**config.mk**
```make
export PLATFORM = sky130hd
export DESIGN_NAME = ascfm_flags_modes
export DESIGN_NICKNAME = d
export VERILOG_FILES = /design/src/shared/ascfm_pkg.sv /design/src/rtl/ascfm_edge_det.sv /design/src/rtl/ascfm_flags_modes.sv
export SDC_FILE = /design/constraint.sdc
export NUM_CORES = 1
export LEC_CHECK = 0
export BUFFER_PORTS_ARGS = -buffer_cell sky130_fd_sc_hd__buf_2
export CORE_ASPECT_RATIO = 1.25
export CORE_MARGIN = 8
export CORE_UTILIZATION = 37
export CTS_BUF_LIST = sky130_fd_sc_hd__clkbuf_16
export CTS_CLUSTER_SIZE = 20
export DETAILED_ROUTE_END_ITERATION = 8
export PLACE_DENSITY = 0.62
export RECOVER_POWER = 25
export SYNTH_ARGS = -nofsm -noshare
export SYNTH_HDL_FRONTEND = slang
export SYNTH_SLANG_ARGS = --single-unit
```
**constraint.sdc**
```tcl
create_clock -name core_clk -period 1.6 [get_ports core_clk]
set_clock_uncertainty 0.05 [all_clocks]
set_input_delay 0.24 -clock core_clk [delete_from_list [all_inputs] [get_ports core_clk]]
set_output_delay 0.24 -clock core_clk [all_outputs]
set_load 0.005 [all_outputs]
```
**src/shared/ascfm_pkg.sv**
```systemverilog
// Purpose: Shared constants for the serial flag and mode block
// Assumes: 8-bit register port, 3-bit register address
// Notes: Offsets and bit positions are byte-register based

package ascfm_pkg;

	// ----------------------------------------
	// Register offsets
	// ----------------------------------------
	localparam int ADDR_W = 3;
	localparam logic [2:0] OFS_CTRL1 = 3'h0;
	localparam logic [2:0] OFS_CTRL2 = 3'h1;
	localparam logic [2:0] OFS_STAT1 = 3'h2;
	localparam logic [2:0] OFS_STAT2 = 3'h3;
	localparam logic [2:0] OFS_CTRL3 = 3'h4;
	localparam logic [2:0] OFS_DATA = 3'h5;

	// ----------------------------------------
	// Field positions
	// ----------------------------------------
	localparam int C1_LOOP = 7;
	localparam int C1_RECEIVER_SOURCE_SEL = 5;
	localparam int C1_NINE = 4;
	localparam int C2_TIE = 7;
	localparam int C2_TX_COMPLETE_IRQ_EN = 6;
	localparam int C2_RIE = 5;
	localparam int C2_ILIE = 4;
	localparam int C2_TE = 3;
	localparam int C2_RE = 2;
	localparam int S1_TX_BUFFER_EMPTY = 7;
	localparam int S1_TC = 6;
	localparam int S1_RX_BUFFER_FULL = 5;
	localparam int S1_IDLE = 4;
	localparam int S1_OVR = 3;
	localparam int S1_NF = 2;
	localparam int S1_FE = 1;
	localparam int S1_PF = 0;
	localparam int S2_BRKF = 7;
	localparam int S2_EDGF = 6;
	localparam int S2_BRKIE = 1;
	localparam int S2_EDGIE = 0;
	localparam int C3_R8 = 7;
	localparam int C3_T8 = 6;
	localparam int C3_DIR = 5;
	localparam int C3_ORIE = 3;
	localparam int C3_NEIE = 2;
	localparam int C3_FEIE = 1;
	localparam int C3_PEIE = 0;

	// ----------------------------------------
	// Reset values and the third control write mask
	// ----------------------------------------
	localparam logic [7:0] CTRL_RST = 8'h00;
	localparam logic TX_BUFFER_EMPTY_RST = 1'b1;
	localparam logic TC_RST = 1'b1;
	localparam logic IDLE_ARM_RST = 1'b1;
	localparam logic LINE_RST = 1'b1;
	localparam logic [7:0] WRITABLE_C3 = 8'h6f;

	// ----------------------------------------
	// Stop modes
	// ----------------------------------------
	localparam logic [1:0] STOP_RUN = 2'h0;
	localparam logic [1:0] STOP_LIGHT = 2'h1;
	localparam logic [1:0] STOP_MID = 2'h2;
	localparam logic [1:0] STOP_DEEP = 2'h3;

endpackage

```
**src/rtl/ascfm_edge_det.sv**
```systemverilog
// Purpose: Falling-edge detector on the selected receive line
// Assumes: Line already synchronous to core_clk
// Notes: Pulse output is registered, one cycle after the edge

`timescale 1ns/10ps

module ascfm_edge_det (
	input wire logic core_clk,
	input wire logic sys_rst,
	input wire logic sampleEn,
	input wire logic lineIn,
	output logic edgePulse
);

	// ----------------------------------------
	// State
	// ----------------------------------------
	typedef struct packed {
		logic prevLine;
		logic pulse;
	} ascfm_edge_t;

	ascfm_edge_t st_r;
	ascfm_edge_t st_nxt;

	always_comb begin
		st_nxt = st_r;
		st_nxt.pulse = 1'b0;
		if (sampleEn) begin
			// Idle level is high, so the active edge is high to low
			st_nxt.pulse = st_r.prevLine & ~lineIn;
			st_nxt.prevLine = lineIn;
		end else begin
			// Restart at idle so waking gives no false edge
			st_nxt.prevLine = ascfm_pkg::LINE_RST;
		end
	end

	always_ff @(posedge core_clk) begin
		if (sys_rst) begin
			st_r.prevLine <= ascfm_pkg::LINE_RST;
			st_r.pulse <= 1'b0;
		end else begin
			st_r <= st_nxt;
		end
	end

	assign edgePulse = st_r.pulse;

endmodule

```
**src/rtl/ascfm_flags_modes.sv**
```systemverilog
// Purpose: Status flags, grouped interrupt requests, ninth-bit, stop and loop modes of a serial port
// Assumes: Shifters, baud and sampling live outside and talk through the engine ports
// Notes: All pins and engine inputs are synchronous to core_clk
//
// Contract
// - Three interrupt outputs over ten sources, each source with its own enable.
// - Flags set and read regardless of enables; enables only gate requests.
// - Transmit-empty flags free buffer space; requests interrupt while set and enabled.
// - Transmit-complete sets when transmitter idle; requests interrupt while set and enabled.
// - Receive-full clears after status read while set, then data read.
// - Idle clears after status read while set, then data read.
// - Idle cannot set again until a new character sets receive-full.
// - Noise, framing, parity set with receive-full; never on overrun.
// - New character while receive-full set raises overrun and is dropped; with framing error set the code drops it without raising overrun.
// - Active receive edge sets edge flag while receiver enabled; write one clears.
// - Character-length bit picks nine bits; ninth bits live in third control.
// - Ninth transmit bit copied with byte into shifter; kept until rewritten.
// - Clocks halt in stop; two deepest lose registers; lightest keeps them.
// - Edge detector stays alive in lightest stop and wakes when enabled.
// - With loop enable, source bit picks internal loop or single wire.
// - Loop mode feeds transmitter to receiver and releases receive pin.
// - Single wire ties receiver to transmitter and transmit pin; releases receive pin.
// - Single wire direction zero makes pin input; one drives it from transmitter.
// - Single wire receiver also hears every transmitted character while direction is one; with direction zero it hears only the pin.
// - While framing error set, no completed character enters the receive buffer.
//
// Design decisions made here: the plain strobed port and the address map.

`timescale 1ns/10ps

module ascfm_flags_modes (
	input wire logic core_clk,
	input wire logic sys_rst,
	// Register port
	input wire logic [2:0] regAddr,
	input wire logic [7:0] regWdata,
	input wire logic regWr,
	input wire logic regRd,
	output logic [7:0] regRdata,
	// Power mode
	input wire logic [1:0] stopMode,
	output logic moduleClkEn,
	output logic wakeRequest,
	// Transmit engine
	input wire logic txLoad,
	input wire logic txIdle,
	input wire logic txSerial,
	output logic [7:0] txShiftData,
	output logic txShiftNinth,
	output logic txPending,
	output logic txEnable,
	// Receive engine
	input wire logic rxDone,
	input wire logic [8:0] rxWord,
	input wire logic rxNoise,
	input wire logic rxFrameErr,
	input wire logic rxParityErr,
	input wire logic idleDetect,
	input wire logic breakDetect,
	output logic rxLine,
	output logic rxEnable,
	output logic rxTransferBlock,
	output logic nineBitMode,
	// Pins
	input wire logic rxdPinIn,
	input wire logic txdPinIn,
	output logic txdPinOut,
	output logic txdPinOe,
	output logic rxdPinOwned,
	// Interrupt requests
	output logic irqTx,
	output logic irqRx,
	output logic irqErr
);

	// ----------------------------------------
	// State
	// ----------------------------------------
	typedef struct packed {
		logic [7:0] ctrl1;
		logic [7:0] ctrl2;
		logic [7:0] ctrl3;
		logic [1:0] s2En;
		logic [7:0] txBuf;
		logic [7:0] txShift;
		logic txNinth;
		logic [8:0] rxBuf;
		logic tx_buffer_empty;
		logic tc;
		logic rx_buffer_full;
		logic idle;
		logic ovr;
		logic nf;
		logic fe;
		logic pf;
		logic edgf;
		logic brkf;
		logic [5:0] armed;
		logic idleArmed;
		logic [7:0] rdata;
	} ascfm_state_t;

	localparam ascfm_state_t ST_RST = '{
		ctrl1: ascfm_pkg::CTRL_RST,
		ctrl2: ascfm_pkg::CTRL_RST,
		ctrl3: ascfm_pkg::CTRL_RST,
		s2En: 2'h0,
		txBuf: 8'h00,
		txShift: 8'h00,
		txNinth: 1'b0,
		rxBuf: 9'h000,
		tx_buffer_empty: ascfm_pkg::TX_BUFFER_EMPTY_RST,
		tc: ascfm_pkg::TC_RST,
		rx_buffer_full: 1'b0,
		idle: 1'b0,
		ovr: 1'b0,
		nf: 1'b0,
		fe: 1'b0,
		pf: 1'b0,
		edgf: 1'b0,
		brkf: 1'b0,
		armed: 6'h00,
		idleArmed: ascfm_pkg::IDLE_ARM_RST,
		rdata: 8'h00
	};

	ascfm_state_t st_r;
	ascfm_state_t st_nxt;

	logic running;
	logic lightStop;
	logic deepStop;
	logic loopOn;
	logic singleWire;
	logic edgePulse;
	logic [7:0] stat1View;

	// ----------------------------------------
	// Decode helpers
	// ----------------------------------------
	function automatic logic hit(input logic strobe, input logic [2:0] addr, input logic [2:0] ofs);
		hit = strobe & (addr == ofs);
	endfunction

	// Module clock runs only outside stop; the two deepest modes also wipe state
	assign running = (stopMode == ascfm_pkg::STOP_RUN);
	assign lightStop = (stopMode == ascfm_pkg::STOP_LIGHT);
	assign deepStop = (stopMode == ascfm_pkg::STOP_MID) | (stopMode == ascfm_pkg::STOP_DEEP);

	assign loopOn = st_r.ctrl1[ascfm_pkg::C1_LOOP] & ~st_r.ctrl1[ascfm_pkg::C1_RECEIVER_SOURCE_SEL];
	assign singleWire = st_r.ctrl1[ascfm_pkg::C1_LOOP] & st_r.ctrl1[ascfm_pkg::C1_RECEIVER_SOURCE_SEL];

	assign stat1View = {st_r.tx_buffer_empty, st_r.tc, st_r.rx_buffer_full, st_r.idle, st_r.ovr, st_r.nf, st_r.fe, st_r.pf};

	// ----------------------------------------
	// Line routing
	// ----------------------------------------
	always_comb begin
		if (loopOn) begin
			rxLine = txSerial;
		end else if (singleWire) begin
			// Driving the pin ourselves means the pin equals the transmitter
			rxLine = st_r.ctrl3[ascfm_pkg::C3_DIR] ? txSerial : txdPinIn;
		end else begin
			rxLine = rxdPinIn;
		end
	end

	assign txdPinOut = txSerial;
	assign txdPinOe = singleWire ? st_r.ctrl3[ascfm_pkg::C3_DIR] : st_r.ctrl2[ascfm_pkg::C2_TE];
	assign rxdPinOwned = ~st_r.ctrl1[ascfm_pkg::C1_LOOP];

	// ----------------------------------------
	// Edge detector
	// ----------------------------------------
	// Kept alive in the lightest stop so a line edge can wake the core
	ascfm_edge_det u_edge (
		.core_clk(core_clk),
		.sys_rst(sys_rst),
		.sampleEn((running | lightStop) & st_r.ctrl2[ascfm_pkg::C2_RE]),
		.lineIn(rxLine),
		.edgePulse(edgePulse)
	);

	// ----------------------------------------
	// Next state
	// ----------------------------------------
	always_comb begin
		st_nxt = st_r;
		if (deepStop) begin
			st_nxt = ST_RST;
		end else if (lightStop) begin
			// Everything frozen except the edge flag
			// Read data is a bus answer, not a register, so it still stands one cycle only
			st_nxt.rdata = 8'h00;
			if (edgePulse) begin
				st_nxt.edgf = 1'b1;
			end
		end else begin
			st_nxt.rdata = 8'h00;

			// Register writes
			if (hit(regWr, regAddr, ascfm_pkg::OFS_CTRL1)) begin
				st_nxt.ctrl1 = regWdata;
			end else if (hit(regWr, regAddr, ascfm_pkg::OFS_CTRL2)) begin
				st_nxt.ctrl2 = regWdata;
			end else if (hit(regWr, regAddr, ascfm_pkg::OFS_CTRL3)) begin
				// Receive ninth bit is read-only
				st_nxt.ctrl3 = regWdata & ascfm_pkg::WRITABLE_C3;
			end else if (hit(regWr, regAddr, ascfm_pkg::OFS_STAT2)) begin
				st_nxt.s2En = regWdata[1:0];
				if (regWdata[ascfm_pkg::S2_EDGF]) begin
					st_nxt.edgf = 1'b0;
				end
				if (regWdata[ascfm_pkg::S2_BRKF]) begin
					st_nxt.brkf = 1'b0;
				end
			end else if (hit(regWr, regAddr, ascfm_pkg::OFS_DATA)) begin
				st_nxt.txBuf = regWdata;
				st_nxt.tx_buffer_empty = 1'b0;
				st_nxt.tc = 1'b0;
			end

			// Transmit side
			if (txLoad & ~st_r.tx_buffer_empty) begin
				st_nxt.txShift = st_r.txBuf;
				st_nxt.txNinth = st_r.ctrl3[ascfm_pkg::C3_T8];
				st_nxt.tx_buffer_empty = 1'b1;
			end
			// A data write in this cycle means the line is not finished after all
			if (txIdle & st_r.tx_buffer_empty & ~hit(regWr, regAddr, ascfm_pkg::OFS_DATA)) begin
				st_nxt.tc = 1'b1;
			end

			// Status read arms the clear of whatever is set now
			if (hit(regRd, regAddr, ascfm_pkg::OFS_STAT1)) begin
				st_nxt.armed = {st_r.rx_buffer_full, st_r.idle, st_r.ovr, st_r.nf, st_r.fe, st_r.pf};
			end

			// Data read finishes the sequence
			if (hit(regRd, regAddr, ascfm_pkg::OFS_DATA)) begin
				st_nxt.armed = 6'h00;
				if (st_r.armed[5]) begin
					st_nxt.rx_buffer_full = 1'b0;
				end
				if (st_r.armed[4]) begin
					st_nxt.idle = 1'b0;
				end
				if (st_r.armed[3]) begin
					st_nxt.ovr = 1'b0;
				end
				if (st_r.armed[2]) begin
					st_nxt.nf = 1'b0;
				end
				if (st_r.armed[1]) begin
					st_nxt.fe = 1'b0;
				end
				if (st_r.armed[0]) begin
					st_nxt.pf = 1'b0;
				end
			end

			// Receive side; sets come after clears so a set wins
			if (rxDone & st_r.ctrl2[ascfm_pkg::C2_RE]) begin
				if (st_r.fe) begin
					// Shifter keeps running but its character is dropped
					st_nxt.rxBuf = st_r.rxBuf;
				end else if (st_r.rx_buffer_full) begin
					st_nxt.ovr = 1'b1;
				end else begin
					st_nxt.rxBuf = st_r.ctrl1[ascfm_pkg::C1_NINE] ? rxWord : {1'b0, rxWord[7:0]};
					st_nxt.rx_buffer_full = 1'b1;
					st_nxt.nf = rxNoise;
					st_nxt.fe = rxFrameErr;
					st_nxt.pf = rxParityErr;
					st_nxt.idleArmed = 1'b1;
				end
			end
			if (idleDetect & st_r.idleArmed & st_r.ctrl2[ascfm_pkg::C2_RE]) begin
				st_nxt.idle = 1'b1;
				st_nxt.idleArmed = 1'b0;
			end
			if (edgePulse) begin
				st_nxt.edgf = 1'b1;
			end
			if (breakDetect) begin
				st_nxt.brkf = 1'b1;
			end

			// Read data, one cycle after the strobe
			if (hit(regRd, regAddr, ascfm_pkg::OFS_CTRL1)) begin
				st_nxt.rdata = st_r.ctrl1;
			end else if (hit(regRd, regAddr, ascfm_pkg::OFS_CTRL2)) begin
				st_nxt.rdata = st_r.ctrl2;
			end else if (hit(regRd, regAddr, ascfm_pkg::OFS_STAT1)) begin
				st_nxt.rdata = stat1View;
			end else if (hit(regRd, regAddr, ascfm_pkg::OFS_STAT2)) begin
				st_nxt.rdata = {st_r.brkf, st_r.edgf, 4'h0, st_r.s2En};
			end else if (hit(regRd, regAddr, ascfm_pkg::OFS_CTRL3)) begin
				st_nxt.rdata = {st_r.rxBuf[8], st_r.ctrl3[6:0]};
			end else if (hit(regRd, regAddr, ascfm_pkg::OFS_DATA)) begin
				st_nxt.rdata = st_r.rxBuf[7:0];
			end
		end
	end

	always_ff @(posedge core_clk) begin
		if (sys_rst) begin
			st_r <= ST_RST;
		end else begin
			st_r <= st_nxt;
		end
	end

	// ----------------------------------------
	// Outputs
	// ----------------------------------------
	assign regRdata = st_r.rdata;
	assign moduleClkEn = running;
	// Level stays up only while in the lightest stop; it drops when stopMode leaves it, even with the edge flag still set
	assign wakeRequest = lightStop & st_r.edgf & st_r.s2En[ascfm_pkg::S2_EDGIE];
	assign txShiftData = st_r.txShift;
	assign txShiftNinth = st_r.txNinth;
	assign txPending = ~st_r.tx_buffer_empty;
	assign txEnable = st_r.ctrl2[ascfm_pkg::C2_TE];
	assign rxEnable = st_r.ctrl2[ascfm_pkg::C2_RE];
	assign rxTransferBlock = st_r.fe;
	assign nineBitMode = st_r.ctrl1[ascfm_pkg::C1_NINE];

	// Enables gate only the requests, never the flags
	assign irqTx = (st_r.tx_buffer_empty & st_r.ctrl2[ascfm_pkg::C2_TIE])
		| (st_r.tc & st_r.ctrl2[ascfm_pkg::C2_TX_COMPLETE_IRQ_EN]);
	assign irqRx = (st_r.rx_buffer_full & st_r.ctrl2[ascfm_pkg::C2_RIE])
		| (st_r.idle & st_r.ctrl2[ascfm_pkg::C2_ILIE])
		| (st_r.edgf & st_r.s2En[ascfm_pkg::S2_EDGIE])
		| (st_r.brkf & st_r.s2En[ascfm_pkg::S2_BRKIE]);
	assign irqErr = (st_r.ovr & st_r.ctrl3[ascfm_pkg::C3_ORIE])
		| (st_r.nf & st_r.ctrl3[ascfm_pkg::C3_NEIE])
		| (st_r.fe & st_r.ctrl3[ascfm_pkg::C3_FEIE])
		| (st_r.pf & st_r.ctrl3[ascfm_pkg::C3_PEIE]);

endmodule

```
# Yosys cells after proc, flatten, opt, wreduce, memory -nomap -nowiden
# Cells that the tools add are included.
[word_totals] regBits=77 in_bits=37 out_inout_bits=31
[classes] n_eq_ne=25 muxes=49 bitwise=55 reduce_logical=29
[op_table] cell="2-to-1 mux 8 bit" n=6
[op_table] cell="AND 1 bit" n=33
[op_table] cell="AND reduction 6 bit" n=5
[op_table] cell="inequality test 2 x 1 -> 1 bit, second input constant" n=14
[op_table] cell="2-to-1 mux 1 bit" n=27
[op_table] cell="nonzero test 2 bit" n=10
[op_table] cell="2-to-1 mux 2 bit" n=9
[op_table] cell="2-to-1 mux 6 bit" n=3
[op_table] cell="NOT 1 bit" n=13
[op_table] cell="AND reduction 4 bit" n=3
[op_table] cell="2-to-1 mux 9 bit" n=1
[op_table] cell="OR 1 bit" n=9
[op_table] cell="2-to-1 mux 4 bit" n=2
[op_table] cell="equality test 3 x 2 -> 1 bit, second input constant" n=2
[op_table] cell="equality test 3 bit, second input constant" n=2
[op_table] cell="inequality test 2 bit, second input constant" n=3
[op_table] cell="AND reduction 2 bit" n=3
[op_table] cell="AND reduction 3 bit" n=2
[op_table] cell="AND reduction 5 bit" n=1
[op_table] cell="equality test 2 bit, second input constant" n=2
[op_table] cell="OR reduction 2 bit" n=2
[op_table] cell="equality test 3 x 1 -> 1 bit, second input constant" n=1
[op_table] cell="zero test 3 bit" n=1
[op_table] cell="2-to-1 mux 3 bit" n=1
[op_table] cell="3 further kinds" n=3

# Longest topological paths before layout
[logic_depth] word_depth=8 depth_mapped=7

# Modules after synthesis
# From an unflattened synthesis, not the netlist that was laid out.
[unflattened] hier_cells=390 hier_area_um2=3457.1
[modules_own_cells] module="ascfm_flags_modes" instances=1 cells_each=386 area_each_um2=3395.8 seq_area_each_um2=1501.4
[modules_own_cells] module="ascfm_edge_det" instances=1 cells_each=4 area_each_um2=61.3 seq_area_each_um2=40.0

# Least setup slack after synthesis
# OpenSTA, ideal clock, no wires.
[synth_timing] path_type="register to register" from="reg st_r, in the netlist rxEnable" to="reg st_r[25] (netlist name)" setup_time_ps=132 arrival_time_ps=1170 required_ps=1418 path_slack_ps=248 stages_incl_launch_ff=6 cell_sequence="dfxtp_1 -> nand3b_1 -> or3_1 -> buf_2 -> nand2_1 -> a21oi_1"
[synth_between] elab_chain_cells=2
[synth_rtl] item="start, declared" line="ascfm_flags_modes.sv:127" text="ascfm_state_t st_r;"
[synth_rtl] item="start signal, assigned" line="ascfm_flags_modes.sv:311" text="st_r <= st_nxt;"
[synth_rtl] item="AND 1 bit" line="ascfm_flags_modes.sv:264" text="if (rxDone & st_r.ctrl2[ascfm_pkg::C2_RE]) begin"
[synth_rtl] item="AND reduction 4 bit (no source line)"
# No other way between the ends.
# A chain may end at the register's enable or synchronous reset.

# Final worst setup path
[layout_timing] from="reg st_r[58] (netlist name)" to="out rxLine"
[layout_between] elab_chain_cells=3
[layout_rtl] item="2-to-1 mux 1 bit" line="ascfm_flags_modes.sv:163" text="rxLine = st_r.ctrl3[ascfm_pkg::C3_DIR] ? txSerial : txdPinIn;"
[layout_rtl] item="2-to-1 mux 1 bit" line="ascfm_flags_modes.sv:161" text="end else if (singleWire) begin"
[layout_rtl] item="2-to-1 mux 1 bit" line="ascfm_flags_modes.sv:159" text="if (loopOn) begin"
[layout_rtl] item="end, declared" line="ascfm_flags_modes.sv:60" text="output logic rxLine,"
# No other way between the ends.

==> run_results.csv <==
group,metric,value,unit
outcome,status,"complete, but fails checks",
outcome,violations,"setup timing",
pwr,p_leak,0.001671,µW
timing,whs,0.07302,ns
placement,gp_congestion,0.8809,
setup_path,start_kind,"flop",
synthesis,async_flop_share,0,%
die,ios,68,
die,dieArea,0.01279,mm²
global_routing,grt.overflow.total,0,
synthesis,syn_area,0.003483,mm²
synthesis,syn_inst,392,
clocking,path_clk_slew,0.06,ns
pwr,finalPower,3972,µW
synthesis,synth_ff_type,"dfxtp_1",
synthesis,syn_avg_cell_area,8.886,µm²
setup_path,worst_r2r_endpoint,"st_r[29]$_SDFFE_PP0P_",
finish,drive_above_1_share,24.55,%
synthesis,synth_edf_count,0,
die,die_y,124.5,µm
clocking,htree_levels,3,
die,core.rowCount,39,
timing,tightest_slew,0.5952,ns
synthesis,synth.distinct_cells,57,
finish,final_common_cell,"dfxtp_1",
global_routing,grt_pass1_wl,15080,µm
setup_path,crit_arrival,1.41,ns
synthesis,ys_ff_latch,77,
timing,min_period,1.697,ns
timing,rsz0062_at_grt,"true",
synthesis,synth.yosys.seq_area_share,44.25,%
drt,wirelength,9534,µm
global_routing,groute.usage.overall,15.34,%
drt,firstDrtPassIters,5,
worst_hold_path,hold_path_end,"st_r[17]$_SDFFE_PP0N_",
drt,routed-wl-met3,818,µm
global_routing,first_global_vias,2941,
drt,wl_per_cell,16.70,µm
worst_hold_path,hp-class,"primary input to flop",
finish,syn2layout_area_growth,16.67,%
worst_hold_path,worstHoldStart,"rxParityErr",
drt,drc_errors,0,
timing,fin_crit_sh,106.0,%
die,core-area,0.009174,mm²
pwr,power_density,977.3,mW/mm²
setup_path,crit_type,"flop to primary output",
drt,vias_per_cell,5.214,
timing,finalWorstSetupSlack,-0.09673,ns
global_routing,antenna_found_initial,0,
finish,n_antenna_cell,0,
drt,highest_layer,"met4",
setup_path,end_kind,"primary output",
drt,vias,2977,
setup_path,crit_start,"st_r[58]$_SDFFE_PP0P_",
timing,slew_headroom,60.21,%
global_routing,grt_start_max_net_pins,32,
drt,ant_nets,0,
clocking,cts_tree,"built",
setup_path,critPathRequiredTime,1.31,ns
placement,hpwl,7164,µm
run,cap_violations,0,
setup_path,r2r_start,"rxTransferBlock$_SDFFE_PP0N_",
timing,max_freq,0.5894,GHz
drt,met1Wirelength,4083,µm
setup_path,r2r_cells,4,
finish,num-nets-final,481,
die,initial_core_util,37.97,%
finish,post-route-util,44.30,%
synthesis,ys.warnings.count,0,
worst_hold_path,hold_depth,2,
pwr,peakVddDrop,0.5430,mV
clocking,cts_buffers,9,
clocking,cts_buffer_depth,2,
clocking,clk_latency,0.34,ns
clocking,clock_sinks,77,
timing,slew_violations,0,
drt,dr.first_iter.drc_count,185,
timing,report.final.hold_viol_count,0,
setup_path,ff2ff_setup_slack,0.14,ns
finish,final_cell_mix,"dfxtp_1, buf_2, nand2_1",
synthesis,syn_nets,429,
die,die_w,102.8,µm
clocking,root_buffer,"clkbuf_16",
timing,setup-violations-final,2,
setup_path,critPathMaxFanout,2,
placement,io_buffers,67,
placement,preCtsSetupSlack,-0.02801,ns
drt,met2RoutedLength,4439,µm
[worst max-delay path: stages (launching register included)]
cell and delay, ns:
dfxtp_2 0.32, nand2b_4 0.13, mux2_4 0.31, mux2i_4 0.14
inv_1 0.05, buf_2 0.12
[power breakdown]
| group | internal [µW] | total (µW) | leakage (µW) | switching, µW |
|---|---|---|---|---|
| clock network | 1010 | 1750 | 0.000136 | 742 |
| registers | 1930 | 1930 | 0.000622 | 6.20 |
| logic | 110 | 285 | 0.000913 | 175 |
| total | 3050 | 3970 | 0.00167 | 923 |
[worst max path at each step]
stage                             endpoint
finish                              rxLine
global route                        rxLine
CTS                                 rxLine
detailed placement  regRdata[6]$_SDFF_PP0_
global placement    regRdata[6]$_SDFF_PP0_
floorplan            st_r[25]$_SDFFE_PP0P_
[synthesized netlist by cell type (all sizes together) (2+ instances only)]
library cell   n  area [µm²]
o32ai          3       26.28
nand3b         2       15.01
nor3           7       51.30
and3           4       25.02
and4           3       26.28
nor2          32       122.6
nor2b         10       80.08
nand2b         7       43.79
o21ai         23       115.1
a2bb2oi        2       17.52
nand4          3       40.04
o22ai          3       18.77
a31oi          2       18.77
nand3         26       155.2
a32o           2       20.02
a31o           2       17.52
clkbuf         6       22.52
inv            7       26.27
a22oi          9       67.56
a211oi         4       35.03
mux2i         22       220.2
mux2           6       67.56
a222oi         2       20.02
a21oi         24       120.1
buf           35       245.2
nand2         55       206.5
dfxtp         77        1541
[logic make-up after synthesis]
logic type             Yosys count  synth area share [%]
AND/OR/NAND/NOR                155                 23.28
AO/OA/AOI/OAI                   84                 15.77
flip-flops                      77                 44.25
buffers and inverters           48                 8.441
multiplexers                    28                 8.261
[sequential cells by signal, summed over array words and instances (netlist names)]
name and count:
nineBitMode 1, regRdata 8, rxEnable 1, rxTransferBlock 1, st_r 54, txEnable 1, txShiftData 8, txShiftNinth 1
u_edge.edgePulse 1, u_edge.st_r 1
[layout make-up]
cell class	instances	area (µm²)
Clock inverter	6	25.02
Clock buffer	9	225.2
Timing Repair Buffer	82	435.4
Tap cell	123	153.9
Multi-Input combinational cell	267	1654
Sequential cell	77	1544
Inverter	7	26.28
Fill cell	961	5110
[per-layer routing]
layer / up-vias / global-route usage [%]
met2: 108 / 24.44
met4: 0 / 7.344
met1: 1394 / 18.43
met5: - / 0
met3: 11 / 4.139
li1: 1464 / -
[through the flow]
stage | cells | setup TNS [ns] | cell area [µm²]
5_1_grt | 571 | -0.8548 | 4064
3_3_place_gp | 555 | -0.04107 | 3825
6_report | 571 | -0.09894 | 4064
4_1_cts | 571 | -0.1457 | 4100
3_5_place_dp | 555 | -0.04957 | 3825
2_1_floorplan | 392 | 0 | 3483
[what timing repair did]
action	CTS	global route
setup endpoints to repair	1	1
pin swaps	0	0
setup buffers	1	0
hold buffers	0	0
gates resized for setup	5	1
No activity file was read; power rests on OpenSTA's default activity.
